File: config.mk
export PLATFORM = sky130hd
export DESIGN_NAME = clock_timer_seconds_counter
export DESIGN_NICKNAME = d
export VERILOG_FILES = /design/src/clock_timer_pkg.sv /design/src/clock_timer_seconds_counter.sv
export SDC_FILE = /design/constraint.sdc
export NUM_CORES = 1
export LEC_CHECK = 0
export ABC_AREA = 1
export BUFFER_PORTS_ARGS = -buffer_cell sky130_fd_sc_hd__buf_2
export CORE_MARGIN = 2
export CORE_UTILIZATION = 56
export DETAILED_ROUTE_END_ITERATION = 8
export GPL_TIMING_DRIVEN = 0
export PLACE_DENSITY_LB_ADDON = 0.2
export SYNTH_ARGS = -nofsm -noshare
export SYNTH_HDL_FRONTEND = slang
export SYNTH_SLANG_ARGS = --single-unit
export TNS_END_PERCENT = 10
File: constraint.sdc
create_clock -name sys_clk -period 3.09 [get_ports sys_clk]
set_clock_uncertainty 0.1 [all_clocks]
set_input_delay 0.309 -clock sys_clk [delete_from_list [all_inputs] [get_ports sys_clk]]
set_output_delay 0.309 -clock sys_clk [all_outputs]
set_load 0.005 [all_outputs]
File: src/clock_timer_pkg.sv
package clock_timer_pkg;
  localparam int unsigned ADDR_W = 18;
  localparam int unsigned DATA_W = 32;
  // Register indices; byte address is four times the index
  localparam logic [15:0] IDX_PRIO = 16'hFF21;
  localparam logic [15:0] IDX_ENABLE = 16'hFF25;
  localparam logic [15:0] IDX_PENDING = 16'hFF29;
  localparam logic [15:0] IDX_CTRL = 16'hFF50;
  localparam logic [15:0] IDX_DIV = 16'hFF51;
  localparam logic [15:0] IDX_SEC = 16'hFF52;
  // Field positions
  localparam int unsigned RUN_BIT = 0;
  localparam int unsigned RST_BIT = 1;
  localparam int unsigned PRIO_LSB = 2;
  localparam int unsigned SRC_LSB = 3;
  localparam int unsigned SRC_N = 5;
  localparam int unsigned SEC_MSB = 6;
  localparam int unsigned TAP_32HZ = 2;
  localparam int unsigned TAP_8HZ = 4;
  localparam int unsigned TAP_2HZ = 6;
  localparam int unsigned TAP_1HZ = 7;
  // Reset values and constants
  localparam logic [7:0] DIV_RST = 8'h00;
  localparam logic [3:0] UNITS_RST = 4'h0;
  localparam logic [2:0] TENS_RST = 3'h0;
  localparam logic [1:0] PRIO_RST = 2'h0;
  localparam logic [3:0] UNITS_MAX = 4'h9;
  localparam logic [2:0] TENS_MAX = 3'h5;
  localparam logic [23:0] VECTOR_ADDR = 24'h000028;
  // Timing
  localparam int unsigned CLK_PERIOD_NS = 50;
  localparam int unsigned TICK_PERIOD_NS = 3906250;
  localparam int unsigned TICK_CYCLES = TICK_PERIOD_NS / CLK_PERIOD_NS;

  typedef struct packed {
    logic psel;
    logic penable;
    logic pwrite;
    logic [ADDR_W-1:0] paddr;
    logic [DATA_W-1:0] pwdata;
  } apb_req_t;

  typedef struct packed {
    logic [DATA_W-1:0] prdata;
    logic pready;
    logic pslverr;
  } apb_rsp_t;

  typedef struct packed {
    logic req;
    logic [1:0] level;
    logic [23:0] vector;
  } irq_out_t;
endpackage

File: src/clock_timer_seconds_counter.sv
// The APB slave port was chosen for this implementation.
`timescale 1ns/1ps
module clock_timer_seconds_counter
  import clock_timer_pkg::*;
#(
  parameter int unsigned TICK_CYCLES_P = TICK_CYCLES
) (
  // Clock and reset
  input wire logic sys_clk,
  input wire logic rst,
  // Register bus
  input apb_req_t apb_req,
  output apb_rsp_t apb_rsp,
  // CPU interrupt mask level
  input wire logic cpu_mask_bit_low,
  input wire logic cpu_mask_bit_high,
  // Interrupt request
  output irq_out_t irq_out
);

  localparam int unsigned TW = $clog2(TICK_CYCLES_P + 1);

  logic [TW-1:0] tick_cnt_q;
  logic tick_q;
  apb_rsp_t rsp_q;
  irq_out_t irq_q;
  logic [1:0] prio_q;
  logic [SRC_N-1:0] en_q;
  logic [SRC_N-1:0] pend_q;
  logic run_req_q;
  logic running_q;
  logic [7:0] div_q;
  logic [3:0] units_q;
  logic [2:0] tens_q;

  logic [15:0] idx;
  logic hit_prio, hit_en, hit_pend, hit_ctl, hit_div, hit_sec, mapped;
  logic setup, wr_acc;
  logic wr_prio, wr_en, wr_pend, wr_ctl, wr_rst, wr_sec;
  logic clr_div, adv, wrap;
  logic [7:0] fall;
  logic [7:0] rd_byte;
  logic [SRC_N-1:0] src_set;
  logic [SRC_N-1:0] pend_clr;
  logic [1:0] cpu_mask;
  logic carry;

  assign cpu_mask = {cpu_mask_bit_high, cpu_mask_bit_low};
  assign apb_rsp = rsp_q;
  assign irq_out = irq_q;

  // Free-running tick, so run/stop always syncs within one tick period
  always_ff @(posedge sys_clk or posedge rst) begin
    if (rst) begin
      tick_cnt_q <= '0;
      tick_q <= 1'b0;
    end else if (tick_cnt_q == TW'(TICK_CYCLES_P - 1)) begin
      tick_cnt_q <= '0;
      tick_q <= 1'b1;
    end else begin
      tick_cnt_q <= tick_cnt_q + 1'b1;
      tick_q <= 1'b0;
    end
  end

  // Address decode
  assign idx = apb_req.paddr[ADDR_W-1:2];
  assign hit_prio = (idx == IDX_PRIO);
  assign hit_en = (idx == IDX_ENABLE);
  assign hit_pend = (idx == IDX_PENDING);
  assign hit_ctl = (idx == IDX_CTRL);
  assign hit_div = (idx == IDX_DIV);
  assign hit_sec = (idx == IDX_SEC);
  assign mapped = hit_prio | hit_en | hit_pend | hit_ctl | hit_div | hit_sec;

  assign setup = apb_req.psel & ~apb_req.penable;
  assign wr_acc = apb_req.psel & apb_req.penable & apb_req.pwrite
                  & rsp_q.pready;
  assign wr_prio = wr_acc & hit_prio;
  assign wr_en = wr_acc & hit_en;
  assign wr_pend = wr_acc & hit_pend;
  assign wr_ctl = wr_acc & hit_ctl;
  assign wr_rst = wr_ctl & apb_req.pwdata[RST_BIT];
  assign wr_sec = wr_acc & hit_sec;

  // Read mux; unused bits read as zero
  always_comb begin
    rd_byte = 8'h00;
    if (hit_prio) begin
      rd_byte[PRIO_LSB +: 2] = prio_q;
    end else if (hit_en) begin
      rd_byte[SRC_LSB +: SRC_N] = en_q;
    end else if (hit_pend) begin
      rd_byte[SRC_LSB +: SRC_N] = pend_q;
    end else if (hit_ctl) begin
      // Reset bit is write-only and reads zero
      rd_byte[RUN_BIT] = run_req_q | running_q;
    end else if (hit_div) begin
      rd_byte = div_q;
    end else if (hit_sec) begin
      rd_byte[SEC_MSB:0] = {tens_q, units_q};
    end
  end

  // Zero-wait slave: answer is ready in the first access cycle
  always_ff @(posedge sys_clk or posedge rst) begin
    if (rst) begin
      rsp_q <= '0;
    end else begin
      rsp_q.pready <= setup;
      rsp_q.pslverr <= setup & ~mapped;
      if (setup) begin
        rsp_q.prdata <= apb_req.pwrite ? '0 : DATA_W'(rd_byte);
      end
    end
  end

  // Priority and enables
  always_ff @(posedge sys_clk or posedge rst) begin
    if (rst) begin
      prio_q <= PRIO_RST;
    end else if (wr_prio) begin
      prio_q <= apb_req.pwdata[PRIO_LSB +: 2];
    end
  end

  always_ff @(posedge sys_clk or posedge rst) begin
    if (rst) begin
      en_q <= '0;
    end else if (wr_en) begin
      en_q <= apb_req.pwdata[SRC_LSB +: SRC_N];
    end
  end

  // Run request and the state actually in force
  always_ff @(posedge sys_clk or posedge rst) begin
    if (rst) begin
      run_req_q <= 1'b0;
    end else if (wr_ctl) begin
      run_req_q <= apb_req.pwdata[RUN_BIT];
    end
  end

  always_ff @(posedge sys_clk or posedge rst) begin
    if (rst) begin
      running_q <= 1'b0;
    end else if (tick_q) begin
      running_q <= run_req_q;
    end
  end

  // A clearing write beats a tick in the same cycle
  assign clr_div = wr_rst | wr_sec;
  // Old run state decides, so a stop still lets one more count through
  assign adv = tick_q & running_q & ~clr_div;

  // Falling edge of stage i: all lower stages roll over together
  always_comb begin
    carry = adv;
    fall = 8'h00;
    for (int i = 0; i < 8; i++) begin
      carry = carry & div_q[i];
      fall[i] = carry;
    end
  end

  always_ff @(posedge sys_clk or posedge rst) begin
    if (rst) begin
      div_q <= DIV_RST;
    end else if (clr_div) begin
      div_q <= DIV_RST;
    end else if (adv) begin
      div_q <= div_q + 1'b1;
    end
  end

  // Seconds in BCD
  assign wrap = fall[TAP_1HZ] & (units_q == UNITS_MAX)
                & (tens_q == TENS_MAX);

  always_ff @(posedge sys_clk or posedge rst) begin
    if (rst) begin
      units_q <= UNITS_RST;
      tens_q <= TENS_RST;
    end else if (wr_rst) begin
      units_q <= UNITS_RST;
      tens_q <= TENS_RST;
    end else if (wr_sec) begin
      // Out-of-range presets count on without correction
      units_q <= apb_req.pwdata[3:0];
      tens_q <= apb_req.pwdata[SEC_MSB:4];
    end else if (fall[TAP_1HZ]) begin
      if (units_q == UNITS_MAX) begin
        units_q <= UNITS_RST;
        if (tens_q == TENS_MAX) begin
          tens_q <= TENS_RST;
        end else begin
          tens_q <= tens_q + 1'b1;
        end
      end else begin
        units_q <= units_q + 1'b1;
      end
    end
  end

  // Pending flags: a new event wins over a clear in the same cycle
  assign src_set = {wrap, fall[TAP_1HZ], fall[TAP_2HZ], fall[TAP_8HZ],
                    fall[TAP_32HZ]};
  assign pend_clr = wr_pend ? apb_req.pwdata[SRC_LSB +: SRC_N] : '0;

  always_ff @(posedge sys_clk or posedge rst) begin
    if (rst) begin
      pend_q <= '0;
    end else begin
      pend_q <= (pend_q & ~pend_clr) | src_set;
    end
  end

  // Interrupt request to the CPU
  always_ff @(posedge sys_clk or posedge rst) begin
    if (rst) begin
      irq_q.req <= 1'b0;
      irq_q.level <= PRIO_RST;
      irq_q.vector <= VECTOR_ADDR;
    end else begin
      irq_q.req <= (|(pend_q & en_q)) & (prio_q > cpu_mask);
      irq_q.level <= prio_q;
      irq_q.vector <= VECTOR_ADDR;
    end
  end
endmodule

==> results_dict.tcl, run 1 <==
set metrics [dict create \
    status "complete, no violations" \
    maxSlewViolCount 0 \
    antenna_left 0 \
    max_freq_ghz 0.5398 \
    worst_path_largest_cell_delay_ns 0.41 \
    worstSkewPairLatency_ns 0.34 \
    synth_common_cells "nand2_1 (108), dfrtp_1 (60), inv_1 (60)" \
    rsz0062_at_grt "false" \
    fin_crit_sh_pct 59.95 \
    std_cell_rows 29 \
    p_leak_nw 2.497 \
    io_buffers 43 \
    vias 3403 \
    synth_fa_ha_area_share_pct 2.313 \
    reg2reg_depth 8 \
    initial_utilization_pct 58.64 \
    numCtsBuffers 9 \
    period_needed_ns 1.853 \
    synth_warnings 0 \
    syn-instance-count 489 \
    synth.area.top_cells "dfrtp_1 (40%), nand2_1 (11%), buf_4 (9.5%)" \
    synth_top_family_by_area "simple AND/OR/NAND/NOR gates" \
    die-height_um 86.24 \
    setup_viol 0 \
    syn_area_per_cell_um2 7.745 \
    synth_seq_area_share_pct 39.64 \
    wl_per_cell_um 12.29 \
    grt_max_degree 33 \
    drc 0 \
    synth_compound_area_share_pct 8.226 \
    overflow 0 \
    power_mw 1.641 \
    grt_pass1_vias 3134 \
    hold_viol 0 \
    grt_usage_pct 23.43 \
    crit_type "flop to flop" \
    synth-xor-area-share_pct 3.238 \
    cts_max_level 3 \
    clk_pin_slew_ns 0.07 \
    clockBufferDepth 2 \
    async_flop_share_pct 100.0 \
    dp.cells 656 \
    area_delta_synth_final_pct 18.93 \
    synth-simple-area-share_pct 29.44 \
    critical_path_arrival_ns 2.02 \
    nNetsFinal 655 \
    hold_path_class "input pin to flop" \
    ys_types 40 \
    crit_path_top_delay_cell "dfrtp_1" \
    ys.flop_type "dfrtp_1" \
    crit_top_cell "nor2_1" \
    wirelength_um 8269 \
    endpoint_kind "flop" \
    worstPathCellList "ha_1, inv_1, nor2_1, nand3_1, nor3_2, nand4_1, nor2_1, xor2_1" \
    ios 118 \
    die_area_um2 7437 \
    yosysMostFrequentCell "nand2_1" \
    core_area_um2 6459 \
    cts_tree "yes" \
    hpwl_um 6315 \
    cts-root-buf "clkbuf_8" \
    cp_max_fo 5 \
    start_kind "flop" \
    hold_path_depth 2 \
    diodes 0 \
    nFillCells 524 \
    drtPass1Iterations 5 \
    cp.required_ns 3.25 \
    drive_gt1_share_pct 23.66 \
    whs_ns 0.09263 \
    cts.sinks 60 \
    synthMuxAreaShare_pct 0.5946 \
    relSlewSlack_pct 56.83 \
    ys_ff_latch 60 \
    synth_largest_area_cell "dfrtp_1" \
    die_w_um 86.24 \
    setup_tns_ns 0 \
    first_iter_violations 181 \
    synth_edf_count 0 \
    tightest_slew_ns 0.6466 \
    irDropWorstVdd_mv 0.2557 \
    vias_per_cell 5.056 \
    grt_pass1_wl_um 13850 \
    finalNonFillerCells 673 \
    p_per_area_nw_per_um2 364.4 \
    antenna_found_initial 0 \
    netlist_area_um2 3787 \
    place.gp.congestion 0.8905 \
    yosysTopAreaCellShare_pct 39.64 \
    cap_violations 0 \
]
[registers in the layout, indices dropped and copies added (netlist names), 3 cells and up]
register / cells
apb_rsp: 10
div_q: 8
en_q: 5
irq_out: 3
pend_q: 5
tens_q: 3
tick_cnt_q: 17
units_q: 4
[placed cells by master (no fill, tap or decap), types with 9 or more instances in the layout]
| master | instances |
|---|---|
| nand4_1 | 13 |
| clkbuf_8 | 11 |
| conb_1 | 48 |
| xor2_1 | 11 |
| o21ai_0 | 27 |
| buf_2 | 43 |
| buf_4 | 48 |
| o21ai_1 | 9 |
| inv_1 | 59 |
| dfrtp_1 | 60 |
| nand2_1 | 108 |
| nand3_1 | 33 |
| nor2_1 | 41 |
| nor3_1 | 10 |
[logic make-up after synthesis]
group | count (synthesis)
flip-flops | 60
other | 2
adder cells (fa/ha/maj) | 7
XOR/XNOR | 14
multiplexers | 2
buffers and inverters | 114
AND/OR/NAND/NOR | 236
AO/OA/AOI/OAI | 54
[per-layer routing]
| layer | vias up | part of all wire (%) | track usage, % |
|---|---|---|---|
| li1 | 1689 | - | - |
| met1 | 1540 | 42 | 29.39 |
| met4 | 0 | 2.5 | 9.233 |
| met2 | 151 | 49 | 40.17 |
| met5 | - | 0 | 0 |
| met3 | 23 | 6.2 | 4.381 |
[where the power goes]
group	internal (mW)	total [mW]	switching, mW
logic	0.0628	0.132	0.0692
registers	0.787	0.787	0.000520
clock network	0.414	0.722	0.308
[path summary, 6_finish.rpt]
kind,slack (ns),startpoint,end
setup / recovery,1.24,tick_cnt_q[0]$_DFF_PP0_,tick_cnt_q[14]$_DFF_PP0_
setup reg to reg,1.24,tick_cnt_q[0]$_DFF_PP0_,tick_cnt_q[14]$_DFF_PP0_
hold reg to reg,0.31,prio_q[0]$_DFFE_PP0P_,irq_out[24]$_DFF_PP0_
min in group asynchronous,0.51,rst,apb_rsp[8]$_DFFE_PP0P_
hold / removal,0.09,apb_req[51],apb_rsp[1]$_DFF_PP0_
max in group asynchronous,1.78,rst,tick_q$_DFF_PP0_
[metrics by stage]
step / setup slack, ns / area, um^2 / util [%]
6_report: 1.237 / 4504 / 69.74
5_1_grt: 0.9897 / 4504 / 69.74
4_1_cts: 1.256 / 4504 / 69.74
3_5_place_dp: 1.222 / 4292 / 66.45
3_3_place_gp: 0.4237 / 4272 / 66.14
2_1_floorplan: 1.196 / 3960 / -
[critical path: cells and delay by family (launching register included)]
kind	cells	cell delay, ns
xor+xnor	1	0.15
fa+ha+maj	1	0.20
flops	1	0.41
simple gates	5	0.85
buf+inv	1	0.06
[area by class of cell]
cell class / count / area, um^2 / share of cell area, %
Buffer: 49 / 371.6 / 8.250
Clock buffer: 12 / 155.1 / 3.444
Clock inverter: 4 / 47.55 / 1.056
Inverter: 65 / 247.7 / 5.500
Multi-Input combinational cell: 361 / 1839 / 40.83
Sequential cell: 60 / 1501 / 33.33
Tap cell: 77 / 96.34 / 2.139
Timing Repair Buffer: 45 / 245.2 / 5.444
[timing repair]
| action | CTS | global route |
|---|---|---|
| resized for setup | 0 | 0 |
| endpoints found under the hold margin | 28 | 0 |
| hold buffers | 1 | 0 |
| setup buffers | 0 | 0 |
(Power assumes the default switching activity.)
==> run 2, diff against run 1 <==
- CORE_UTILIZATION: 56 -> 47
- clock period: 3.09 -> 1.6 ns (I/O delays scaled with it)
==> results_dict.tcl, run 2 (synthesis gave the netlist of run 1 again) <==
set metrics [dict create \
    grt_max_degree 61 \
    cts-root-buf "clkbuf_8" \
    drive_gt1_share_pct 27.96 \
    period_needed_ns 1.700 \
    critical_path_arrival_ns 1.83 \
    power_frac_comb_pct 7.8 \
    start_kind "flop" \
    ios 118 \
    p_leak_nw 2.596 \
    fin_util_pct 61.52 \
    r2r_start "tick_cnt_q[0]$_DFF_PP0_" \
    wl_per_cell_um 12.05 \
    worstSkewPairLatency_ns 0.35 \
    maxSlewViolCount 0 \
    p_per_area_nw_per_um2 696.2 \
    top_register "tick_cnt_q" \
    max_freq_ghz 0.5882 \
    setup_viol 18 \
    die_w_um 93.77 \
    setup_tns_ns -0.8783 \
    grt_usage_pct 20.06 \
    drtPass1Iterations 4 \
    hold_viol 0 \
    overflow 0 \
    nNetsFinal 667 \
    cp_max_fo 6 \
    nFillCells 684 \
    dpl_cell_area_um2 4307 \
    place.gp.congestion 0.9221 \
    die-height_um 93.77 \
    layout_commonest_cell "nand2_1" \
    diodes 0 \
    clockBufferDepth 2 \
    die_area_um2 8792 \
    hpwl_um 6311 \
    antenna_left 0 \
    area_delta_synth_final_pct 26.16 \
    hold_start "apb_req[0]" \
    r2r_slack_ns -0.10 \
    crit_type "flop to flop" \
    initial_utilization_pct 48.76 \
    clk_pin_slew_ns 0.07 \
    clkPwrFrac_pct 46.5 \
    status "complete, but fails checks" \
    vias 3396 \
    rsz0062_at_grt "true" \
    p_int_mw 2.564 \
    cts_tree "yes" \
    power_frac_seq_pct 45.7 \
    cts.sinks 60 \
    cp.required_ns 1.73 \
    wirelength_um 8555 \
    irDropWorstVdd_mv 0.5142 \
    largest_register_ffs 17 \
    antenna_found_initial 0 \
    grt_pass1_vias 3060 \
    switching_power_mw 0.7632 \
    swShare_pct 22.94 \
    core_area_um2 7767 \
    critical_path.startpoint "tick_cnt_q[0]$_DFF_PP0_" \
    first_iter_violations 161 \
    cap_violations 0 \
    grt_pass1_wl_um 13860 \
    finalWorstSetupSlack_ns -0.1000 \
    final_cell_mix "nand2_1 (106), dfrtp_1 (60), inv_1 (57)" \
    hold_path_class "input pin to flop" \
    power_mw 3.327 \
    endpoint_kind "flop" \
    dp_worst_setup_slack_ns -0.2246 \
    drc 0 \
    design_area_um2 4778 \
    fin_crit_sh_pct 106.3 \
    vias_per_cell 4.783 \
    io_buffers 43 \
    cts_max_level 3 \
    std_cell_rows 32 \
    violations "setup timing" \
    numCtsBuffers 9 \
]
==> run 2: changes by cell type in the layout (fill, tap and decap cells not counted), sizes merged <==
cell and delta:
buf +9, bufinv +1, clkbuf -2, clkinv +1, dlygate4sd3 +3
==> run 2: layout make-up <==
class                      count  area, um^2  area share [%]
tap                          102       127.6           2.671
inverter                      65       255.2           5.342
clock buffer                  10       137.6           2.880
clock inverter                 6       87.58           1.833
sequential                    60        1501           31.42
buffer                        49       371.6           7.777
multi-input combinational    361        1942           40.64
timing repair buffer          57       355.3           7.437
==> run 2: critical path, stage by stage (launching register included) <==
cell	delay, ns
dfrtp_1	0.42
inv_1	0.08
ha_1	0.15
nand2_1	0.07
nor3_2	0.15
nand4_1	0.23
nor2_4	0.22
buf_12	0.13
a21oi_1	0.04
==> run 2: layer usage <==
metal  vias up  track usage [%]  routed length (um)
li1       1711                -                   -
met1      1554            24.62                3528
met2       109            34.05                4181
met3        22            4.575                 573
met4         0            8.092                 272
met5         -                0                   0
==> run 2: power groups by stage <==
stage	Combinational [mW]	Clock (mW)	Sequential (mW)
global route	0.295	1.65	1.52
global placement	0.240	0	1.55
CTS	0.250	1.57	1.52
finish	0.260	1.55	1.52
detailed placement	0.243	0	1.55
floorplan	0.175	0	1.55
==> run 2: path summary, 6_finish.rpt <==
path,endpoint,depth (start not counted)
setup / recovery,tick_cnt_q[3]$_DFF_PP0_,8
hold / removal,run_req_q$_DFFE_PP0N_,3
setup reg to reg,tick_cnt_q[3]$_DFF_PP0_,8
hold reg to reg,irq_out[24]$_DFF_PP0_,0
max in group asynchronous,irq_out[25]$_DFF_PP0_,4
min in group asynchronous,tens_q[0]$_DFFE_PP0P_,3
==> run 2: timing repair <==
action                                 4_1_cts  5_1_grt
setup endpoints to repair                   28       37
buffers inserted                             6        3
hold buffers                                 3        1
endpoints found under the hold margin        3       16
pin swaps                                    6       10
resized for setup                           16       12
==> run 2: through the flow <==
step / hold slack (ns) / cells
floorplan: 0.1527 / 535
global placement: 0.2705 / 680
detailed placement: 0.2820 / 680
CTS: 0.007819 / 705
global route: 0.03788 / 710
finish: 0.01617 / 710
==> run 3, diff against run 2 <==
- CORE_MARGIN: 2 -> unset
- PLACE_DENSITY: unset -> 0.85
- PLACE_DENSITY_LB_ADDON: 0.2 -> unset
==> results_dict.tcl, run 3 (synthesis gave the netlist of run 1 again) <==
set metrics [dict create \
    status "complete, but fails checks" \
    violations "setup timing" \
    endpoint_kind "flop" \
    final_cell_mix "nand2_1 (106), buf_4 (66), dfrtp_1 (59)" \
    maxSlewViolCount 0 \
    grt_pass1_vias 3192 \
    hold_viol 0 \
    r2r_start "tick_cnt_q[2]$_DFF_PP0_" \
    vias_per_cell 4.994 \
    irDropWorstVdd_mv 0.5072 \
    die-height_um 91.77 \
    critical_path_arrival_ns 1.89 \
    cap_violations 0 \
    cts.sinks 60 \
    first_iter_violations 247 \
    vias 3601 \
    drtPass1Iterations 5 \
    grt_usage_pct 21.82 \
    hold_start "cpu_mask_bit_low" \
    tightest_slew_ns 0.6188 \
    grt_pass1_wl_um 14270 \
    cp.required_ns 1.74 \
    clockBufferDepth 2 \
    worstSkewPairLatency_ns 0.35 \
    place.gp.congestion 0.8901 \
    clk_pin_slew_ns 0.07 \
    rsz0062_at_grt "true" \
    numCtsBuffers 9 \
    antenna_left 0 \
    cts_tree "yes" \
    hold_path_class "input pin to flop" \
    overflow 0 \
    max_freq_ghz 0.5716 \
    die_w_um 91.77 \
    hpwl_um 6195 \
    nFillCells 629 \
    diodes 0 \
    cts_max_level 3 \
    crit_type "flop to flop" \
    std_cell_rows 32 \
    whs_endpoint "irq_out[26]$_DFF_PP0_" \
    setup_viol 10 \
    cp_max_fo 3 \
    ios 118 \
    drc 0 \
    fin_crit_sh_pct 109.3 \
    largest_register_ffs 17 \
    r2r_slack_ns -0.15 \
    layout_commonest_cell "nand2_1" \
    r2r_end "tick_cnt_q[15]$_DFF_PP0_" \
    area_delta_synth_final_pct 30.00 \
    io_buffers 43 \
    core_area_um2 7767 \
    p_per_area_nw_per_um2 693.9 \
    power_mw 3.417 \
    die_area_um2 8421 \
    cts-root-buf "clkbuf_8" \
    drive_gt1_share_pct 29.56 \
    hold_path_depth 3 \
    setup_tns_ns -0.5677 \
    reg2reg_depth 7 \
    wirelength_um 9389 \
    wl_per_cell_um 13.02 \
    period_needed_ns 1.749 \
    grt_max_degree 61 \
    relSlewSlack_pct 58.66 \
    top_register "tick_cnt_q" \
    start_kind "flop" \
    initial_utilization_pct 48.76 \
    p_leak_nw 2.666 \
    finalWorstSetupSlack_ns -0.1494 \
    nNetsFinal 678 \
    antenna_found_initial 0 \
]
## run 3: cell type report
class	count	area [um^2]	share of cell area (%)
multi-input combinational	361	1989	40.41
sequential	60	1503	30.52
timing repair buffer	68	441.7	8.971
buffer	49	371.6	7.548
inverter	65	254.0	5.159
clock buffer	13	168.9	3.431
tap	102	127.6	2.592
clock inverter	3	67.56	1.372
## run 3: per-stage QoR
stage	cells	setup WS [ns]	area (um^2)	hold WS [ns]	util [%]
6_report	721	-0.1494	4923	0.02544	63.39
2_1_floorplan	535	0.009922	3964	0.1527	-
3_5_place_dp	680	-0.2170	4307	0.2823	55.44
4_1_cts	705	-0.1175	4677	0.009485	60.21
5_1_grt	721	-0.2389	4923	0.04481	63.39
3_3_place_gp	680	-0.1770	4307	0.2780	55.44
## run 3: worst max path at each step
| stage | startpoint | endpoint | slack [ns] | cells after the start |
|---|---|---|---|---|
| floorplan | tick_cnt_q[0]$_DFF_PP0_ | tick_cnt_q[14]$_DFF_PP0_ | 0.01 | 8 |
| global placement | tick_cnt_q[0]$_DFF_PP0_ | tick_cnt_q[14]$_DFF_PP0_ | -0.18 | 8 |
| detailed placement | tick_cnt_q[0]$_DFF_PP0_ | tick_cnt_q[14]$_DFF_PP0_ | -0.22 | 8 |
| CTS | tick_cnt_q[0]$_DFF_PP0_ | tick_cnt_q[14]$_DFF_PP0_ | -0.12 | 8 |
| global route | tick_cnt_q[2]$_DFF_PP0_ | tick_cnt_q[15]$_DFF_PP0_ | -0.24 | 7 |
| finish | tick_cnt_q[2]$_DFF_PP0_ | tick_cnt_q[15]$_DFF_PP0_ | -0.15 | 7 |
## run 3: repair_timing
| item | 4_1_cts | 5_1_grt |
|---|---|---|
| setup endpoints to repair | 26 | 37 |
| hold buffers | 3 | 1 |
| buffers inserted | 6 | 13 |
| pin swaps | 8 | 20 |
| hold endpoints to repair | 3 | 26 |
| cloned | 0 | 1 |
| resized for setup | 14 | 27 |
## run 3: routing by layer
metal	vias up	GRT usage [%]	part of all wire [%]
met4	0	12.63	3.5
met3	34	4.975	7.1
li1	1737	-	-
met2	188	37.66	51
met5	-	0	0
met1	1642	24.76	38
## run 3: report_power, final
group	internal, mW	switching (mW)	total (mW)
clock network	1.01	0.627	1.63
logic	0.128	0.136	0.264
registers	1.52	0.00110	1.52
total	2.65	0.764	3.42
## run 3: worst max-delay path, stage by stage, from the launching register on
cell and delay [ns]:
dfrtp_1 0.40, nand2_2 0.11, inv_2 0.09, nand4_1 0.20, or2_1 0.32, nor2_2 0.17, nand3_2 0.10, xnor2_2 0.15
